$ cat src/pmt_pkg.sv
/*
 Constants, register map and field layout of the period match timer.
 Assumes a single 100 MHz clock and a plain strobe register port.
*/
package pmt_pkg;
    localparam logic [7:0] ADDR_IRQ_CTRL = 8'h0b;
    localparam logic [7:0] ADDR_FLAGS    = 8'h0c;
    localparam logic [7:0] ADDR_COUNT    = 8'h11;
    localparam logic [7:0] ADDR_CTRL     = 8'h12;
    localparam logic [7:0] ADDR_ENABLES  = 8'h8c;
    localparam logic [7:0] ADDR_PERIOD   = 8'h92;
    localparam logic [7:0] PERIOD_RST    = 8'hff;
    localparam logic [7:0] ZERO8         = 8'h00;
    localparam logic [7:0] CTRL_MASK     = 8'h7f;
    localparam int PRE_LSB  = 0;
    localparam int PRE_MSB  = 1;
    localparam int RUN_BIT  = 2;
    localparam int POST_LSB = 3;
    localparam int POST_MSB = 6;
    localparam int MATCH_FLAG_BIT = 1;
    localparam int GLOBAL_EN_BIT = 7;
    localparam int PERIPH_EN_BIT = 6;
    localparam int INSTR_DIV = 4;
    localparam logic [3:0] PRE_TC_4  = 4'h3;
    localparam logic [3:0] PRE_TC_16 = 4'hf;
    localparam logic [3:0] PRE_TC_1  = 4'h0;
endpackage

$ cat src/pmt_if.sv
/*
 Internal carrier between the timer core and the prescaler.
 Assumes both ends run on the one system clock.
*/
`timescale 1ns/1ps
interface pmt_if;
    logic       tick;
    logic       run;
    logic [1:0] pre_sel;
    logic       clr;
    logic       pre_pulse;
    modport core (output tick, output run, output pre_sel, output clr, input pre_pulse);
    modport pre  (input tick, input run, input pre_sel, input clr, output pre_pulse);
endinterface

$ cat src/pmt_prescaler.sv
/*
 Hidden prescale counter fed by the instruction tick.
 Assumes a synchronous clear from the core on count and control writes and reset.
*/
`timescale 1ns/1ps
module pmt_prescaler (
    input  wire logic clk_in,
    input  wire logic rst_in,
    pmt_if.pre        bus
);
    logic [3:0] cnt_ff;
    logic [3:0] tc;

    always_comb begin
        tc = pmt_pkg::PRE_TC_16;
        if (bus.pre_sel == 2'h0) begin
            tc = pmt_pkg::PRE_TC_1;
        end else if (bus.pre_sel == 2'h1) begin
            tc = pmt_pkg::PRE_TC_4;
        end
    end

    always_ff @(posedge clk_in) begin
        if (rst_in || bus.clr) begin
            cnt_ff        <= 4'h0;
            bus.pre_pulse <= 1'b0;
        end else if (bus.run && bus.tick) begin
            bus.pre_pulse <= (cnt_ff >= tc);
            cnt_ff        <= (cnt_ff >= tc) ? 4'h0 : cnt_ff + 4'h1;
        end else begin
            bus.pre_pulse <= 1'b0;
        end
    end
endmodule

$ cat src/pmt_timer.sv
/*
 Period match timer: instruction clock divider, counter, period compare,
 postscaler, flag and enable registers, interrupt and serial/PWM outputs.
 Assumes a register master that follows the plain strobe protocol.
*/
// Local design decision: the strobed register port.
`timescale 1ns/1ps
module pmt_timer (
    input  wire logic       MCLK_IN,
    input  wire logic       SYS_RST_IN,
    input  wire logic [7:0] ADDR_IN,
    input  wire logic [7:0] WDATA_IN,
    input  wire logic       WR_IN,
    input  wire logic       RD_IN,
    output logic      [7:0] RDATA_OUT,
    output logic            IRQ_OUT,
    output logic            MATCH_OUT,
    output logic      [7:0] COUNT_OUT
);
    pmt_if bus ();

    logic [1:0] div_ff;
    logic       tick_ff;
    logic [7:0] count_ff;
    logic [7:0] period_ff;
    logic [6:0] ctrl_ff;
    logic [3:0] post_ff;
    logic [7:0] flags_ff;
    logic [7:0] enables_ff;
    logic [7:0] irqctl_ff;
    logic       wr_count;
    logic       wr_ctrl;
    logic       match;
    logic       pulse;
    logic       wr_flags;
    logic       post_done;
    logic [7:0] nxt_rdata;

    assign wr_count  = WR_IN && (ADDR_IN == pmt_pkg::ADDR_COUNT);
    assign wr_ctrl   = WR_IN && (ADDR_IN == pmt_pkg::ADDR_CTRL);
    // A scaler clear swallows a pulse already in flight
    assign pulse     = bus.pre_pulse && !bus.clr;
    assign wr_flags  = WR_IN && (ADDR_IN == pmt_pkg::ADDR_FLAGS);
    assign match     = pulse && (count_ff == period_ff);
    assign post_done = match && (post_ff == ctrl_ff[pmt_pkg::POST_MSB:pmt_pkg::POST_LSB]);

    assign bus.tick    = tick_ff;
    assign bus.run     = ctrl_ff[pmt_pkg::RUN_BIT];
    assign bus.pre_sel = ctrl_ff[pmt_pkg::PRE_MSB:pmt_pkg::PRE_LSB];
    assign bus.clr     = wr_count || wr_ctrl;

    pmt_prescaler u_pre (
        .clk_in (MCLK_IN),
        .rst_in (SYS_RST_IN),
        .bus    (bus)
    );

    // Instruction clock is one system cycle in four
    always_ff @(posedge MCLK_IN) begin
        if (SYS_RST_IN) begin
            div_ff  <= 2'h0;
            tick_ff <= 1'b0;
        end else begin
            div_ff  <= div_ff + 2'h1;
            tick_ff <= (div_ff == 2'(pmt_pkg::INSTR_DIV - 1));
        end
    end

    always_ff @(posedge MCLK_IN) begin
        if (SYS_RST_IN) begin
            count_ff <= pmt_pkg::ZERO8;
        end else if (wr_count) begin
            count_ff <= WDATA_IN;
        end else if (pulse) begin
            count_ff <= match ? pmt_pkg::ZERO8 : count_ff + 8'h01;
        end
    end

    always_ff @(posedge MCLK_IN) begin
        if (SYS_RST_IN) begin
            period_ff <= pmt_pkg::PERIOD_RST;
        end else if (WR_IN && (ADDR_IN == pmt_pkg::ADDR_PERIOD)) begin
            period_ff <= WDATA_IN;
        end
    end

    always_ff @(posedge MCLK_IN) begin
        if (SYS_RST_IN) begin
            ctrl_ff <= 7'h00;
        end else if (wr_ctrl) begin
            ctrl_ff <= WDATA_IN[pmt_pkg::POST_MSB:pmt_pkg::PRE_LSB];
        end
    end

    always_ff @(posedge MCLK_IN) begin
        if (SYS_RST_IN || bus.clr) begin
            post_ff <= 4'h0;
        end else if (match) begin
            post_ff <= post_done ? 4'h0 : post_ff + 4'h1;
        end
    end

    // Hardware set wins over a software write in the same cycle
    always_ff @(posedge MCLK_IN) begin
        if (SYS_RST_IN) begin
            flags_ff <= pmt_pkg::ZERO8;
        end else begin
            // Write one to clear
            if (wr_flags) begin
                flags_ff <= flags_ff & ~WDATA_IN;
            end
            if (post_done) begin
                flags_ff[pmt_pkg::MATCH_FLAG_BIT] <= 1'b1;
            end
        end
    end

    always_ff @(posedge MCLK_IN) begin
        if (SYS_RST_IN) begin
            enables_ff <= pmt_pkg::ZERO8;
            irqctl_ff  <= pmt_pkg::ZERO8;
        end else begin
            if (WR_IN && (ADDR_IN == pmt_pkg::ADDR_ENABLES)) begin
                enables_ff <= WDATA_IN;
            end
            if (WR_IN && (ADDR_IN == pmt_pkg::ADDR_IRQ_CTRL)) begin
                irqctl_ff <= WDATA_IN;
            end
        end
    end

    always_ff @(posedge MCLK_IN) begin
        if (SYS_RST_IN) begin
            IRQ_OUT <= 1'b0;
        end else begin
            IRQ_OUT <= |(flags_ff & enables_ff) && irqctl_ff[pmt_pkg::PERIPH_EN_BIT]
                       && irqctl_ff[pmt_pkg::GLOBAL_EN_BIT];
        end
    end

    // Serial port and PWM time base
    always_ff @(posedge MCLK_IN) begin
        if (SYS_RST_IN) begin
            MATCH_OUT <= 1'b0;
            COUNT_OUT <= pmt_pkg::ZERO8;
        end else begin
            MATCH_OUT <= match;
            COUNT_OUT <= count_ff;
        end
    end

    always_comb begin
        nxt_rdata = pmt_pkg::ZERO8;
        case (ADDR_IN)
            pmt_pkg::ADDR_IRQ_CTRL: nxt_rdata = irqctl_ff;
            pmt_pkg::ADDR_FLAGS:    nxt_rdata = flags_ff;
            pmt_pkg::ADDR_COUNT:    nxt_rdata = count_ff;
            pmt_pkg::ADDR_CTRL:     nxt_rdata = {1'b0, ctrl_ff};
            pmt_pkg::ADDR_ENABLES:  nxt_rdata = enables_ff;
            pmt_pkg::ADDR_PERIOD:   nxt_rdata = period_ff;
            default:                nxt_rdata = pmt_pkg::ZERO8;
        endcase
    end

    always_ff @(posedge MCLK_IN) begin
        if (SYS_RST_IN) begin
            RDATA_OUT <= pmt_pkg::ZERO8;
        end else begin
            RDATA_OUT <= RD_IN ? nxt_rdata : pmt_pkg::ZERO8;
        end
    end
endmodule

$ cat config.mk
export PLATFORM = sky130hd
export DESIGN_NAME = pmt_timer
export DESIGN_NICKNAME = d
export VERILOG_FILES = /design/src/pmt_pkg.sv /design/src/pmt_if.sv /design/src/pmt_prescaler.sv /design/src/pmt_timer.sv
export SDC_FILE = /design/constraint.sdc
export NUM_CORES = 1
export LEC_CHECK = 0
export BUFFER_PORTS_ARGS = -buffer_cell sky130_fd_sc_hd__buf_2
export CORE_UTILIZATION = 30
export DETAILED_ROUTE_END_ITERATION = 8
export SLEW_MARGIN = 20
export SYNTH_ARGS = -nofsm -noshare
export SYNTH_HDL_FRONTEND = slang
export SYNTH_HIERARCHICAL = 1
export SYNTH_SLANG_ARGS = --single-unit
$ cat constraint.sdc
create_clock -name MCLK_IN -period 5.1 [get_ports MCLK_IN]
set_input_delay 1.02 -clock MCLK_IN [delete_from_list [all_inputs] [get_ports MCLK_IN]]
set_output_delay 1.02 -clock MCLK_IN [all_outputs]
set_load 0.03 [all_outputs]
==> tab_implementation.tex, run 1 <==
\begin{tabular}{lr}
\hline
Metric & Value \\
\hline
\multicolumn{2}{l}{\textbf{Run status}} \\
\quad Status & complete, but fails checks \\
\quad Violated checks & design-rule violations \\
\multicolumn{2}{l}{\textbf{STA}} \\
\quad Top achievable clock speed & 0.333 GHz \\
\quad Worst rel slew slack & 0.343 \\
\quad Count of endpoints failing setup in the final report & 0 \\
\quad Number of hold-slack violations in the final timing report & 0 \\
\quad Slack of the critical path & 2.10 ns \\
\quad Pins Over Slew Limit & 0 \\
\quad Worst clock skew on the final layout & 0.00497 ns \\
\quad Period minus WS final & 3.00 ns \\
\quad Tcrit/Tclk final & 0.588 \\
\quad Unrepaired setup endpoints after global routing & no \\
\quad Fin Setup TNS & 0 ns \\
\quad Worst Max-Slew Pin Slew & 0.976 ns \\
\multicolumn{2}{l}{\textbf{Clock tree}} \\
\quad H-tree depth & 3 \\
\quad CTS clock-pin slew for the worst setup and hold paths & 0.06 ns \\
\quad TritonCTS clock tree & done \\
\quad Clock Tree Root & clkbuf\_16 \\
\quad Clock Path Buffers & 2 \\
\quad Worst-Skew Late Latency & 0.34 ns \\
\quad CTS Hold Buffers Added & 0 \\
\quad Number of clock sinks & 77 \\
\quad TritonCTS Buffers & 9 \\
\quad Number of buffers inserted by post-CTS setup repair & 0 \\
\quad \# resized after CTS & 0 \\
\multicolumn{2}{l}{\textbf{Logic synthesis}} \\
\quad Yosys top cell by area & dfxtp\_1 \\
\quad Register bit count reported by yosys & 77 \\
\quad Post-synth net total & 432 \\
\quad Area contributors post-synth & dfxtp\_1, mux2i\_1, nand2\_1 \\
\quad FFs w/ async S/R, synth & 0 \\
\quad Primary flip-flop cell chosen by synthesis mapping & dfxtp\_1 \\
\quad Number of instances in the synthesized netlist & 404 \\
\quad Most used standard cell by instance count after synthesis & dfxtp\_1 \\
\quad Number of enable-type register cells in the synthesized netlist & 0 \\
\quad Sequential area share after synthesis & 0.425 \\
\quad Most frequent cells after synthesis & dfxtp\_1, nand2\_1, nor2\_1 \\
\quad Synthesized cell area & 3630 um\^{}2 \\
\quad Unique masters post-synth & 55 \\
\quad Synthesized area per cell & 8.98 um\^{}2 \\
\quad Syn. warnings & 6 \\
\quad Share of the synthesized area in the top cell type & 0.425 \\
\multicolumn{2}{l}{\textbf{Route}} \\
\quad 1st-pass router iterations & 7 \\
\quad Number of DRC violations after detailed routing & 5 \\
\quad Antenna Nets Post-Route & 0 \\
\quad Number of vias after detailed routing & 3192 \\
\quad Detailed-route wire length per cell & 17.1 um \\
\quad Initial DRC Count & 224 \\
\quad Routed wire length & 9980 um \\
\quad Per-cell via count in the routed design & 5.48 \\
\multicolumn{2}{l}{\textbf{Setup path}} \\
\quad Delay contributed by the slowest stage of the critical path & 0.60 ns \\
\quad Ordered cell list for the critical path & buf\_2 > or4b\_4 > or3\_1 > and3\_1 > a31o\_1 > a221o\_1 \\
\quad CP Launch Type & primary input \\
\quad Data arrival time of the worst path & 3.22 ns \\
\quad Gate family responsible for the most delay along the worst path & simple AND/OR/NAND/NOR gates \\
\quad Number of buffers and inverters on the critical path & 1 \\
\quad Endpoint type of the worst setup path & flop \\
\quad Setup Crit Path Kind & primary input to flop \\
\quad Worst-path cell with the longest stage delay & or3\_1 \\
\quad Data required time at the worst endpoint & 5.32 ns \\
\quad Critical path fanouts, max & 16 \\
\multicolumn{2}{l}{\textbf{Global route}} \\
\quad GR Overflow Total & 0 \\
\quad Global-route wire length before repair & 16000 um \\
\quad Largest net degree at the start of global routing & 69 \\
\quad Total routing usage reported by global routing & 0.167 \\
\quad Initial antenna violation count & 0 \\
\quad Vias in the first global route & 3045 \\
\multicolumn{2}{l}{\textbf{Pwr}} \\
\quad Switching share of total power & 0.231 \\
\quad Internal power of the cells & 0.966 mW \\
\quad Peak supply drop & 0.117 mV \\
\quad Share of power burned in combinational logic & 0.043 \\
\quad Total net switching power & 0.290 mW \\
\quad Static leakage power & 1.53 nW \\
\quad Cell Pwr Density & 297 nW/um\^{}2 \\
\quad Overall power after layout & 1.26 mW \\
\quad Power share of the sequential group & 0.486 \\
\quad Clock group share of total power & 0.471 \\
\multicolumn{2}{l}{\textbf{Placement}} \\
\quad Weighted congestion at the end of routability-driven global placement & 0.838 \\
\quad Detailed Place HPWL & 7210 um \\
\quad Port Buf Inserts & 37 \\
\quad Worst-case setup slack after placement & 1.80 ns \\
\quad Placed Cells & 567 \\
\multicolumn{2}{l}{\textbf{Floorplan}} \\
\quad Floorplan row count & 39 \\
\quad Core area & 11600 um\^{}2 \\
\quad Starting density of the core & 0.312 \\
\quad Overall die height & 112 um \\
\quad Top-level port count & 38 \\
\quad DIE AREA & 12500 um\^{}2 \\
\quad Horizontal extent of the die & 112 um \\
\multicolumn{2}{l}{\textbf{Finish}} \\
\quad Layout overhead on the synthesized area & 16.4\% \\
\quad Non-filler instance count after layout & 583 \\
\quad Antenna diode count & 0 \\
\quad Sequential standard cell area & 1540 um\^{}2 \\
\quad Final core occ & 0.363 \\
\quad Footprint of the multi-input gates & 1960 um\^{}2 \\
\quad Total number of nets in the final design & 463 \\
\quad Fraction of final layout cells sized beyond drive strength 1 & 0.155 \\
\quad Filler Cells Inserted & 1204 \\
\multicolumn{2}{l}{\textbf{Job}} \\
\quad Count of max-cap constraint violations & 0 \\
\multicolumn{2}{l}{\textbf{Min path}} \\
\quad Type of the most critical hold path & flop to flop \\
\hline
\end{tabular}
## metal layers
layer	up-vias	GRT usage	routed length, um
met2	131	0.265	4620
met3	13	0.0430	653
met5	-	0	0
met4	0	0.0711	187
met1	1501	0.214	4520
li1	1547	-	-
## registers in the layout (all words and copies together) (netlist names)
register             flops
period_ff                8
post_ff                  4
u_pre/cnt_ff             4
IRQ_OUT                  1
count_ff                 8
ctrl_ff                  7
MATCH_OUT                1
COUNT_OUT                8
flags_ff                 8
irqctl_ff                8
enables_ff               8
RDATA_OUT                8
div_ff                   2
u_pre/bus.pre_pulse      1
bus.tick                 1
## cell usage in the layout, fill, tap and decap left out, drive strengths merged, types with 4 or more instances in the layout
cell	netlist	final
or2	4	4
a32oi	6	6
ha	8	8
nor3b	4	4
mux2i	16	16
a22o	8	8
xor2	8	8
a211o	8	8
dfxtp	77	77
a221oi	4	4
nor3	9	9
nor4	9	9
xnor2	4	4
nand2	36	36
a21oi	24	24
and3	6	6
and2	11	11
clkbuf	20	11
nor2	28	28
nand2b	14	14
nand3	14	14
a211oi	5	5
buf	2	42
nor2b	9	9
a22oi	7	7
inv	10	10
o21ai	8	8
o211ai	6	6
a31oi	6	6
## worst paths after layout
kind / startpoint / endpoint / slack (ns) / cells after the start
setup reg to reg: count_ff[0]$_SDFFE_PP0P_ / count_ff[5]$_SDFFE_PP0P_ / 2.28 / 5
setup / recovery: ADDR_IN[7] / count_ff[5]$_SDFFE_PP0P_ / 2.10 / 6
hold reg to reg: div_ff[0]$_SDFF_PP0_ / div_ff[0]$_SDFF_PP0_ / 0.42 / 1
hold / removal: div_ff[0]$_SDFF_PP0_ / div_ff[0]$_SDFF_PP0_ / 0.42 / 1
## power groups by stage
stage          clock [mW]  combinational [mW]  sequential, mW
2_1_floorplan           0              0.0278           0.622
3_3_place_gp            0              0.0528           0.623
3_5_place_dp            0              0.0535           0.623
4_1_cts             0.604              0.0538           0.610
5_1_grt             0.629              0.0589           0.610
6_report            0.592              0.0542           0.610
## logic make-up (layout without fill, tap and decap cells)
group,count (synthesis),after routing,synth area share
buffers and inverters,32,68,0.0338
multiplexers,18,18,0.0504
XOR/XNOR,12,12,0.0290
AND/OR/NAND/NOR,157,157,0.229
flip-flops,77,77,0.425
adder cells (fa/ha/maj),8,8,0.0276
AO/OA/AOI/OAI,100,100,0.205
## metrics by stage
stage                     cell area, um^2  hold slack, ns
after global placement               3940           0.406
after global routing                 4220           0.468
after detailed placement             3940           0.410
final                                4220           0.425
after floorplan                      3630           0.399
after CTS                            4220           0.426
## worst register-to-register path, delay by kind of cell, from the launching register on
family | cells | cell delay [ns]
xor gates and xnor gates | 1 | 0.12
and+or+nand+nor | 2 | 1.40
AOI/OAI and AO/OA | 2 | 0.65
DFF | 1 | 0.53
## layout make-up
cell class | instances | share of cell area
Multi-Input combinational cell | 295 | 0.465
Inverter | 10 | 0.00889
Tap cell | 143 | 0.0424
Clock buffer | 11 | 0.0575
Sequential cell | 77 | 0.365
Clock inverter | 5 | 0.00860
Timing Repair Buffer | 42 | 0.0528
(Power assumes the default switching activity.)
==> inputs of run 2 (changes only) <==
==> constraint.sdc (replaced) <==
create_clock -name MCLK_IN -period 2.6 [get_ports MCLK_IN]
set_input_delay 0.52 -clock MCLK_IN [delete_from_list [all_inputs] [get_ports MCLK_IN]]
set_output_delay 0.52 -clock MCLK_IN [all_outputs]
set_load 0.03 [all_outputs]
==> run 2 against run 1 <==
The run still ends with design-rule violations left; combinational power is 110% higher; highest routed layer unchanged; register-to-register slack got worse by 1.8 ns; largest power group is now the clock network; clock power up 110%; sequential share of layout area fell by 1.2 points; critical endpoint unchanged; die area is the same.
==> tab_implementation.tex, run 2 (synthesis results as in run 1) <==
\begin{tabular}{lr}
\hline
Metric & Value \\
\hline
\multicolumn{2}{l}{\textbf{Placement}} \\
\quad Port Buf Inserts & 37 \\
\quad Placed Cells & 582 \\
\quad Detailed Place HPWL & 7440 um \\
\quad Weighted congestion at the end of routability-driven global placement & 0.931 \\
\multicolumn{2}{l}{\textbf{Clock tree}} \\
\quad CTS Hold Buffers Added & 0 \\
\quad Number of buffers inserted by post-CTS setup repair & 0 \\
\quad TritonCTS Buffers & 9 \\
\quad CTS clock-pin slew for the worst setup and hold paths & 0.06 ns \\
\quad Clock Path Buffers & 2 \\
\quad Worst-Skew Late Latency & 0.34 ns \\
\quad Clock Tree Root & clkbuf\_16 \\
\quad H-tree depth & 3 \\
\quad \# resized after CTS & 0 \\
\quad Number of clock sinks & 77 \\
\quad TritonCTS clock tree & done \\
\multicolumn{2}{l}{\textbf{STA}} \\
\quad Tcrit/Tclk final & 0.824 \\
\quad Count of endpoints failing setup in the final report & 0 \\
\quad Top achievable clock speed & 0.467 GHz \\
\quad Number of hold-slack violations in the final timing report & 0 \\
\quad Fin Setup TNS & 0 ns \\
\quad Worst Max-Slew Pin Slew & 0.564 ns \\
\quad Worst clock skew on the final layout & 0.00733 ns \\
\quad Period minus WS final & 2.14 ns \\
\quad Worst rel slew slack & 0.624 \\
\quad Unrepaired setup endpoints after global routing & no \\
\quad Pins Over Slew Limit & 0 \\
\multicolumn{2}{l}{\textbf{Setup path}} \\
\quad Data arrival time of the worst path & 2.37 ns \\
\quad Start point of the critical path & count\_ff[3]\$\_SDFFE\_PP0P\_ \\
\quad Data required time at the worst endpoint & 2.82 ns \\
\quad Endpoint of the most critical register-to-register path & count\_ff[5]\$\_SDFFE\_PP0P\_ \\
\quad Worst-case register-to-register setup slack & 0.46 ns \\
\quad Critical path fanouts, max & 16 \\
\quad Worst Reg2Reg Path Length in Cells & 6 \\
\quad Ordered cell list for the critical path & xor2\_1 > nor4\_1 > buf\_4 > nand2\_1 > a31o\_1 > a221o\_1 \\
\quad Worst-path cell with the longest stage delay & dfxtp\_1 \\
\quad R2R Path Start & count\_ff[3]\$\_SDFFE\_PP0P\_ \\
\quad Delay contributed by the slowest stage of the critical path & 0.50 ns \\
\quad CP Launch Type & flop \\
\quad Setup Crit Path Kind & flop to flop \\
\quad Endpoint type of the worst setup path & flop \\
\multicolumn{2}{l}{\textbf{Floorplan}} \\
\quad Starting density of the core & 0.312 \\
\quad Overall die height & 112 um \\
\quad Top-level port count & 38 \\
\quad DIE AREA & 12500 um\^{}2 \\
\quad Core area & 11600 um\^{}2 \\
\quad Floorplan row count & 39 \\
\quad Horizontal extent of the die & 112 um \\
\multicolumn{2}{l}{\textbf{Finish}} \\
\quad Non-filler instance count after layout & 598 \\
\quad Sequential standard cell area & 1540 um\^{}2 \\
\quad Layout overhead on the synthesized area & 20.2\% \\
\quad Filler Cells Inserted & 1190 \\
\quad Footprint of the multi-input gates & 1960 um\^{}2 \\
\quad Most frequent standard cell in the layout excluding fill and tap cells & dfxtp\_1 \\
\quad Total number of nets in the final design & 478 \\
\quad Fraction of final layout cells sized beyond drive strength 1 & 0.180 \\
\quad Antenna diode count & 0 \\
\quad Top library cells by usage in the layout, fill and taps aside & dfxtp\_1, buf\_2, nand2\_1, nor2\_1, a21oi\_1 \\
\multicolumn{2}{l}{\textbf{Route}} \\
\quad Number of DRC violations after detailed routing & 5 \\
\quad 1st-pass router iterations & 7 \\
\quad Per-cell via count in the routed design & 5.46 \\
\quad Number of vias after detailed routing & 3266 \\
\quad Routed wire length & 10300 um \\
\quad Initial DRC Count & 252 \\
\quad Antenna Nets Post-Route & 0 \\
\quad Detailed-route wire length per cell & 17.2 um \\
\multicolumn{2}{l}{\textbf{Pwr}} \\
\quad Static leakage power & 1.63 nW \\
\quad Peak supply drop & 0.238 mV \\
\quad Cell Pwr Density & 592 nW/um\^{}2 \\
\multicolumn{2}{l}{\textbf{Global route}} \\
\quad Initial antenna violation count & 0 \\
\quad Largest net degree at the start of global routing & 37 \\
\quad GR Overflow Total & 0 \\
\quad Vias in the first global route & 3207 \\
\quad Total routing usage reported by global routing & 0.173 \\
\quad Global-route wire length before repair & 16800 um \\
\multicolumn{2}{l}{\textbf{Min path}} \\
\quad Worst-case hold path end point & div\_ff[0]\$\_SDFF\_PP0\_ \\
\quad Type of the most critical hold path & flop to flop \\
\quad Worst Hold Depth & 1 \\
\quad Worst min-delay path startpoint & div\_ff[0]\$\_SDFF\_PP0\_ \\
\multicolumn{2}{l}{\textbf{Job}} \\
\quad Count of max-cap constraint violations & 0 \\
\multicolumn{2}{l}{\textbf{Run status}} \\
\quad Status & complete, but fails checks \\
\quad Violated checks & design-rule violations \\
\hline
\end{tabular}
-- run 2: cell type report --
| cell class | count | area share |
|---|---|---|
| Multi-Input combinational cell | 295 | 0.450 |
| Timing Repair Buffer | 57 | 0.0769 |
| Inverter | 10 | 0.00861 |
| Clock buffer | 13 | 0.0597 |
| Sequential cell | 77 | 0.354 |
| Tap cell | 143 | 0.0410 |
| Clock inverter | 3 | 0.0100 |
-- run 2: worst max-delay path by stage --
stage | slack, ns | end
2_1_floorplan | 0.13 | count_ff[5]$_SDFFE_PP0P_
3_3_place_gp | 0.19 | count_ff[5]$_SDFFE_PP0P_
3_5_place_dp | 0.15 | count_ff[5]$_SDFFE_PP0P_
4_1_cts | 0.49 | count_ff[5]$_SDFFE_PP0P_
5_1_grt | 0.23 | post_ff[2]$_SDFFE_PP0N_
6_report | 0.46 | count_ff[5]$_SDFFE_PP0P_
-- run 2: metrics by stage --
stage               power [mW]  cell area (um^2)  hold slack, ns  setup slack (ns)   util
floorplan                 1.27              3630           0.399             0.129      -
global placement          1.33              4060           0.406             0.188  0.349
detailed placement        1.33              4060           0.419             0.154  0.349
CTS                       2.60              4360           0.428             0.487  0.375
global route              2.66              4360           0.456             0.234  0.375
finish                    2.58              4360           0.423             0.459  0.375
-- run 2: layer usage --
layer / GRT usage / wire, um / vias up / share of wire
li1: - / - / 1581 / -
met2: 0.273 / 4670 / 144 / 0.45
met5: 0 / 0 / - / 0
met4: 0.0924 / 271 / 0 / 0.026
met1: 0.228 / 4620 / 1519 / 0.45
met3: 0.0250 / 741 / 22 / 0.072
-- run 2: worst max-delay path: cells and delay by family (launching register included) --
family / cells / cell delay [ns]
and+or+nand+nor: 2 / 0.62
DFF: 1 / 0.50
xor gates and xnor gates: 1 / 0.11
buffers and inverters: 1 / 0.20
AOI/OAI and AO/OA: 2 / 0.61
-- run 2: power by group --
group	switching (mW)	internal (mW)
logic	0.0748	0.0386
clock network	0.476	0.796
registers	0.00611	1.19
==> inputs of run 3 (changes only) <==
==> constraint.sdc (replaced) <==
create_clock -name MCLK_IN -period 2.2 [get_ports MCLK_IN]
set_input_delay 0.44 -clock MCLK_IN [delete_from_list [all_inputs] [get_ports MCLK_IN]]
set_output_delay 0.44 -clock MCLK_IN [all_outputs]
set_load 0.03 [all_outputs]
==> run 3 against run 2 <==
Sequential power increased by 18%; final cell count increased by 3.3%; the run still ends with design-rule violations left; die area unchanged; critical path depth decreased by 1; highest routed layer unchanged; count of clock-buffer cells in the layout decreased by 1; combinational power increased by 33%; critical path type unchanged.
==> tab_implementation.tex, run 3 (synthesis results as in run 1) <==
\begin{tabular}{lr}
\hline
Metric & Value \\
\hline
\multicolumn{2}{l}{\textbf{Floorplan}} \\
\quad Top-level port count & 38 \\
\quad DIE AREA & 12500 um\^{}2 \\
\quad Overall die height & 112 um \\
\quad Horizontal extent of the die & 112 um \\
\quad Core area & 11600 um\^{}2 \\
\quad Floorplan row count & 39 \\
\quad Starting density of the core & 0.312 \\
\multicolumn{2}{l}{\textbf{Clock tree}} \\
\quad CTS Hold Buffers Added & 0 \\
\quad Clock Tree Root & clkbuf\_16 \\
\quad Number of clock sinks & 77 \\
\quad Number of buffers inserted by post-CTS setup repair & 0 \\
\quad CTS clock-pin slew for the worst setup and hold paths & 0.06 ns \\
\quad TritonCTS Buffers & 9 \\
\quad Worst-Skew Late Latency & 0.34 ns \\
\quad Clock Path Buffers & 2 \\
\quad TritonCTS clock tree & done \\
\quad H-tree depth & 3 \\
\quad \# resized after CTS & 0 \\
\multicolumn{2}{l}{\textbf{Route}} \\
\quad Initial DRC Count & 302 \\
\quad Antenna Nets Post-Route & 0 \\
\quad Number of DRC violations after detailed routing & 3 \\
\quad Per-cell via count in the routed design & 5.36 \\
\quad Routed wire length & 10900 um \\
\quad 1st-pass router iterations & 6 \\
\quad Detailed-route wire length per cell & 17.6 um \\
\quad Number of vias after detailed routing & 3313 \\
\multicolumn{2}{l}{\textbf{Min path}} \\
\quad Worst-case hold path end point & flags\_ff[7]\$\_SDFFE\_PP0P\_ \\
\quad Type of the most critical hold path & primary input to flop \\
\quad Worst min-delay path startpoint & WDATA\_IN[7] \\
\quad Worst Hold Depth & 2 \\
\multicolumn{2}{l}{\textbf{Finish}} \\
\quad Antenna diode count & 0 \\
\quad Most frequent standard cell in the layout excluding fill and tap cells & dfxtp\_1 \\
\quad Layout overhead on the synthesized area & 26.1\% \\
\quad Filler Cells Inserted & 1147 \\
\quad Fraction of final layout cells sized beyond drive strength 1 & 0.217 \\
\quad Top library cells by usage in the layout, fill and taps aside & dfxtp\_1, buf\_2, buf\_4, nand2\_1, nor2\_1 \\
\quad Total number of nets in the final design & 498 \\
\quad Non-filler instance count after layout & 618 \\
\multicolumn{2}{l}{\textbf{STA}} \\
\quad Top achievable clock speed & 0.503 GHz \\
\quad Worst rel slew slack & 0.642 \\
\quad Number of hold-slack violations in the final timing report & 0 \\
\quad Final worst hold slack & 0.391 ns \\
\quad Count of endpoints failing setup in the final report & 0 \\
\quad Worst Max-Slew Pin Slew & 0.532 ns \\
\quad Pins Over Slew Limit & 0 \\
\quad Unrepaired setup endpoints after global routing & no \\
\quad Period minus WS final & 1.99 ns \\
\quad Worst clock skew on the final layout & 0.00585 ns \\
\quad Tcrit/Tclk final & 0.903 \\
\multicolumn{2}{l}{\textbf{Placement}} \\
\quad Detailed Place HPWL & 8070 um \\
\quad Weighted congestion at the end of routability-driven global placement & 0.880 \\
\quad Placed Cells & 602 \\
\quad Port Buf Inserts & 37 \\
\multicolumn{2}{l}{\textbf{Setup path}} \\
\quad Endpoint type of the worst setup path & flop \\
\quad Data required time at the worst endpoint & 2.47 ns \\
\quad Setup Crit Path Kind & flop to flop \\
\quad Worst Reg2Reg Path Length in Cells & 5 \\
\quad Delay contributed by the slowest stage of the critical path & 0.51 ns \\
\quad R2R Path Start & period\_ff[2]\$\_SDFFE\_PP1P\_ \\
\quad Data arrival time of the worst path & 2.26 ns \\
\quad Endpoint of the most critical register-to-register path & post\_ff[1]\$\_SDFFE\_PP0N\_ \\
\quad Number of buffers and inverters on the critical path & 0 \\
\quad Worst-path cell with the longest stage delay & nor4\_1 \\
\quad Gate family responsible for the most delay along the worst path & simple AND/OR/NAND/NOR gates \\
\quad Worst-case register-to-register setup slack & 0.21 ns \\
\quad Ordered cell list for the critical path & xor2\_1 > nor4\_1 > nand2\_1 > nor3\_1 > mux2i\_1 \\
\quad Critical path fanouts, max & 7 \\
\quad CP Launch Type & flop \\
\multicolumn{2}{l}{\textbf{Pwr}} \\
\quad Total net switching power & 0.662 mW \\
\quad Clock group share of total power & 0.508 \\
\quad Power share of the sequential group & 0.444 \\
\quad Cell Pwr Density & 694 nW/um\^{}2 \\
\quad Switching share of total power & 0.209 \\
\quad Overall power after layout & 3.17 mW \\
\quad Peak supply drop & 0.329 mV \\
\quad Internal power of the cells & 2.51 mW \\
\quad Share of power burned in combinational logic & 0.047 \\
\quad Static leakage power & 1.75 nW \\
\multicolumn{2}{l}{\textbf{Global route}} \\
\quad Vias in the first global route & 3217 \\
\quad Met1 GRT Util & 0.243 \\
\quad GR Overflow Total & 0 \\
\quad Global-route wire length before repair & 17200 um \\
\quad Layer with the highest usage after global routing & met2 \\
\quad Met3 Usage GRT & 0.0365 \\
\quad Total routing usage reported by global routing & 0.180 \\
\quad Largest net degree at the start of global routing & 29 \\
\quad Global routing usage on met2 & 0.278 \\
\quad Initial antenna violation count & 0 \\
\multicolumn{2}{l}{\textbf{Run status}} \\
\quad Status & complete, but fails checks \\
\quad Violated checks & design-rule violations \\
\multicolumn{2}{l}{\textbf{Job}} \\
\quad Count of max-cap constraint violations & 0 \\
\hline
\end{tabular}
==> run 3: power by group through the flow <==
stage | combinational (mW) | sequential, mW | clock, mW
after global routing | 0.162 | 1.41 | 1.69
after global placement | 0.147 | 1.44 | 0
after floorplan | 0.0659 | 1.44 | 0
after detailed placement | 0.148 | 1.44 | 0
final | 0.150 | 1.41 | 1.61
after CTS | 0.149 | 1.41 | 1.64
==> run 3: per-stage QoR <==
| step | util | worst slack, ns | setup TNS (ns) | instance area (um^2) |
|---|---|---|---|---|
| after floorplan | - | -0.118 | -0.118 | 3640 |
| after global placement | 0.366 | -0.0577 | -0.0755 | 4250 |
| after detailed placement | 0.366 | -0.0842 | -0.171 | 4250 |
| after CTS | 0.394 | 0.218 | 0 | 4570 |
| after global routing | 0.394 | 0.115 | 0 | 4570 |
| final | 0.394 | 0.212 | 0 | 4570 |
==> run 3: worst max-delay path by stage <==
stage	start	end	depth (start not counted)
after floorplan	ADDR_IN[7]	count_ff[5]$_SDFFE_PP0P_	7
after global placement	ADDR_IN[7]	count_ff[5]$_SDFFE_PP0P_	6
after detailed placement	ADDR_IN[7]	count_ff[5]$_SDFFE_PP0P_	6
after CTS	ctrl_ff[0]$_SDFFE_PP0P_	u_pre/cnt_ff[3]$_SDFFE_PP0P_	6
after global routing	ctrl_ff[0]$_SDFFE_PP0P_	u_pre/cnt_ff[3]$_SDFFE_PP0P_	6
final	period_ff[2]$_SDFFE_PP1P_	post_ff[1]$_SDFFE_PP0N_	5
==> run 3: area by class of cell <==
cell class,count,area (um^2),share of cell area
multi-input cells,295,1960,0.430
repair buffers,77,523,0.114
clock buffers,12,256,0.0561
clock inverters,4,70.1,0.0153
flip-flops and latches,77,1540,0.337
well taps,143,179,0.0391
inverters,10,37.5,0.00821
==> run 3: routing by layer <==
metal  vias up  share of wire
met1      1587           0.48
met5         -              0
met3        16          0.049
li1       1624              -
met2        86           0.45
met4         0          0.025
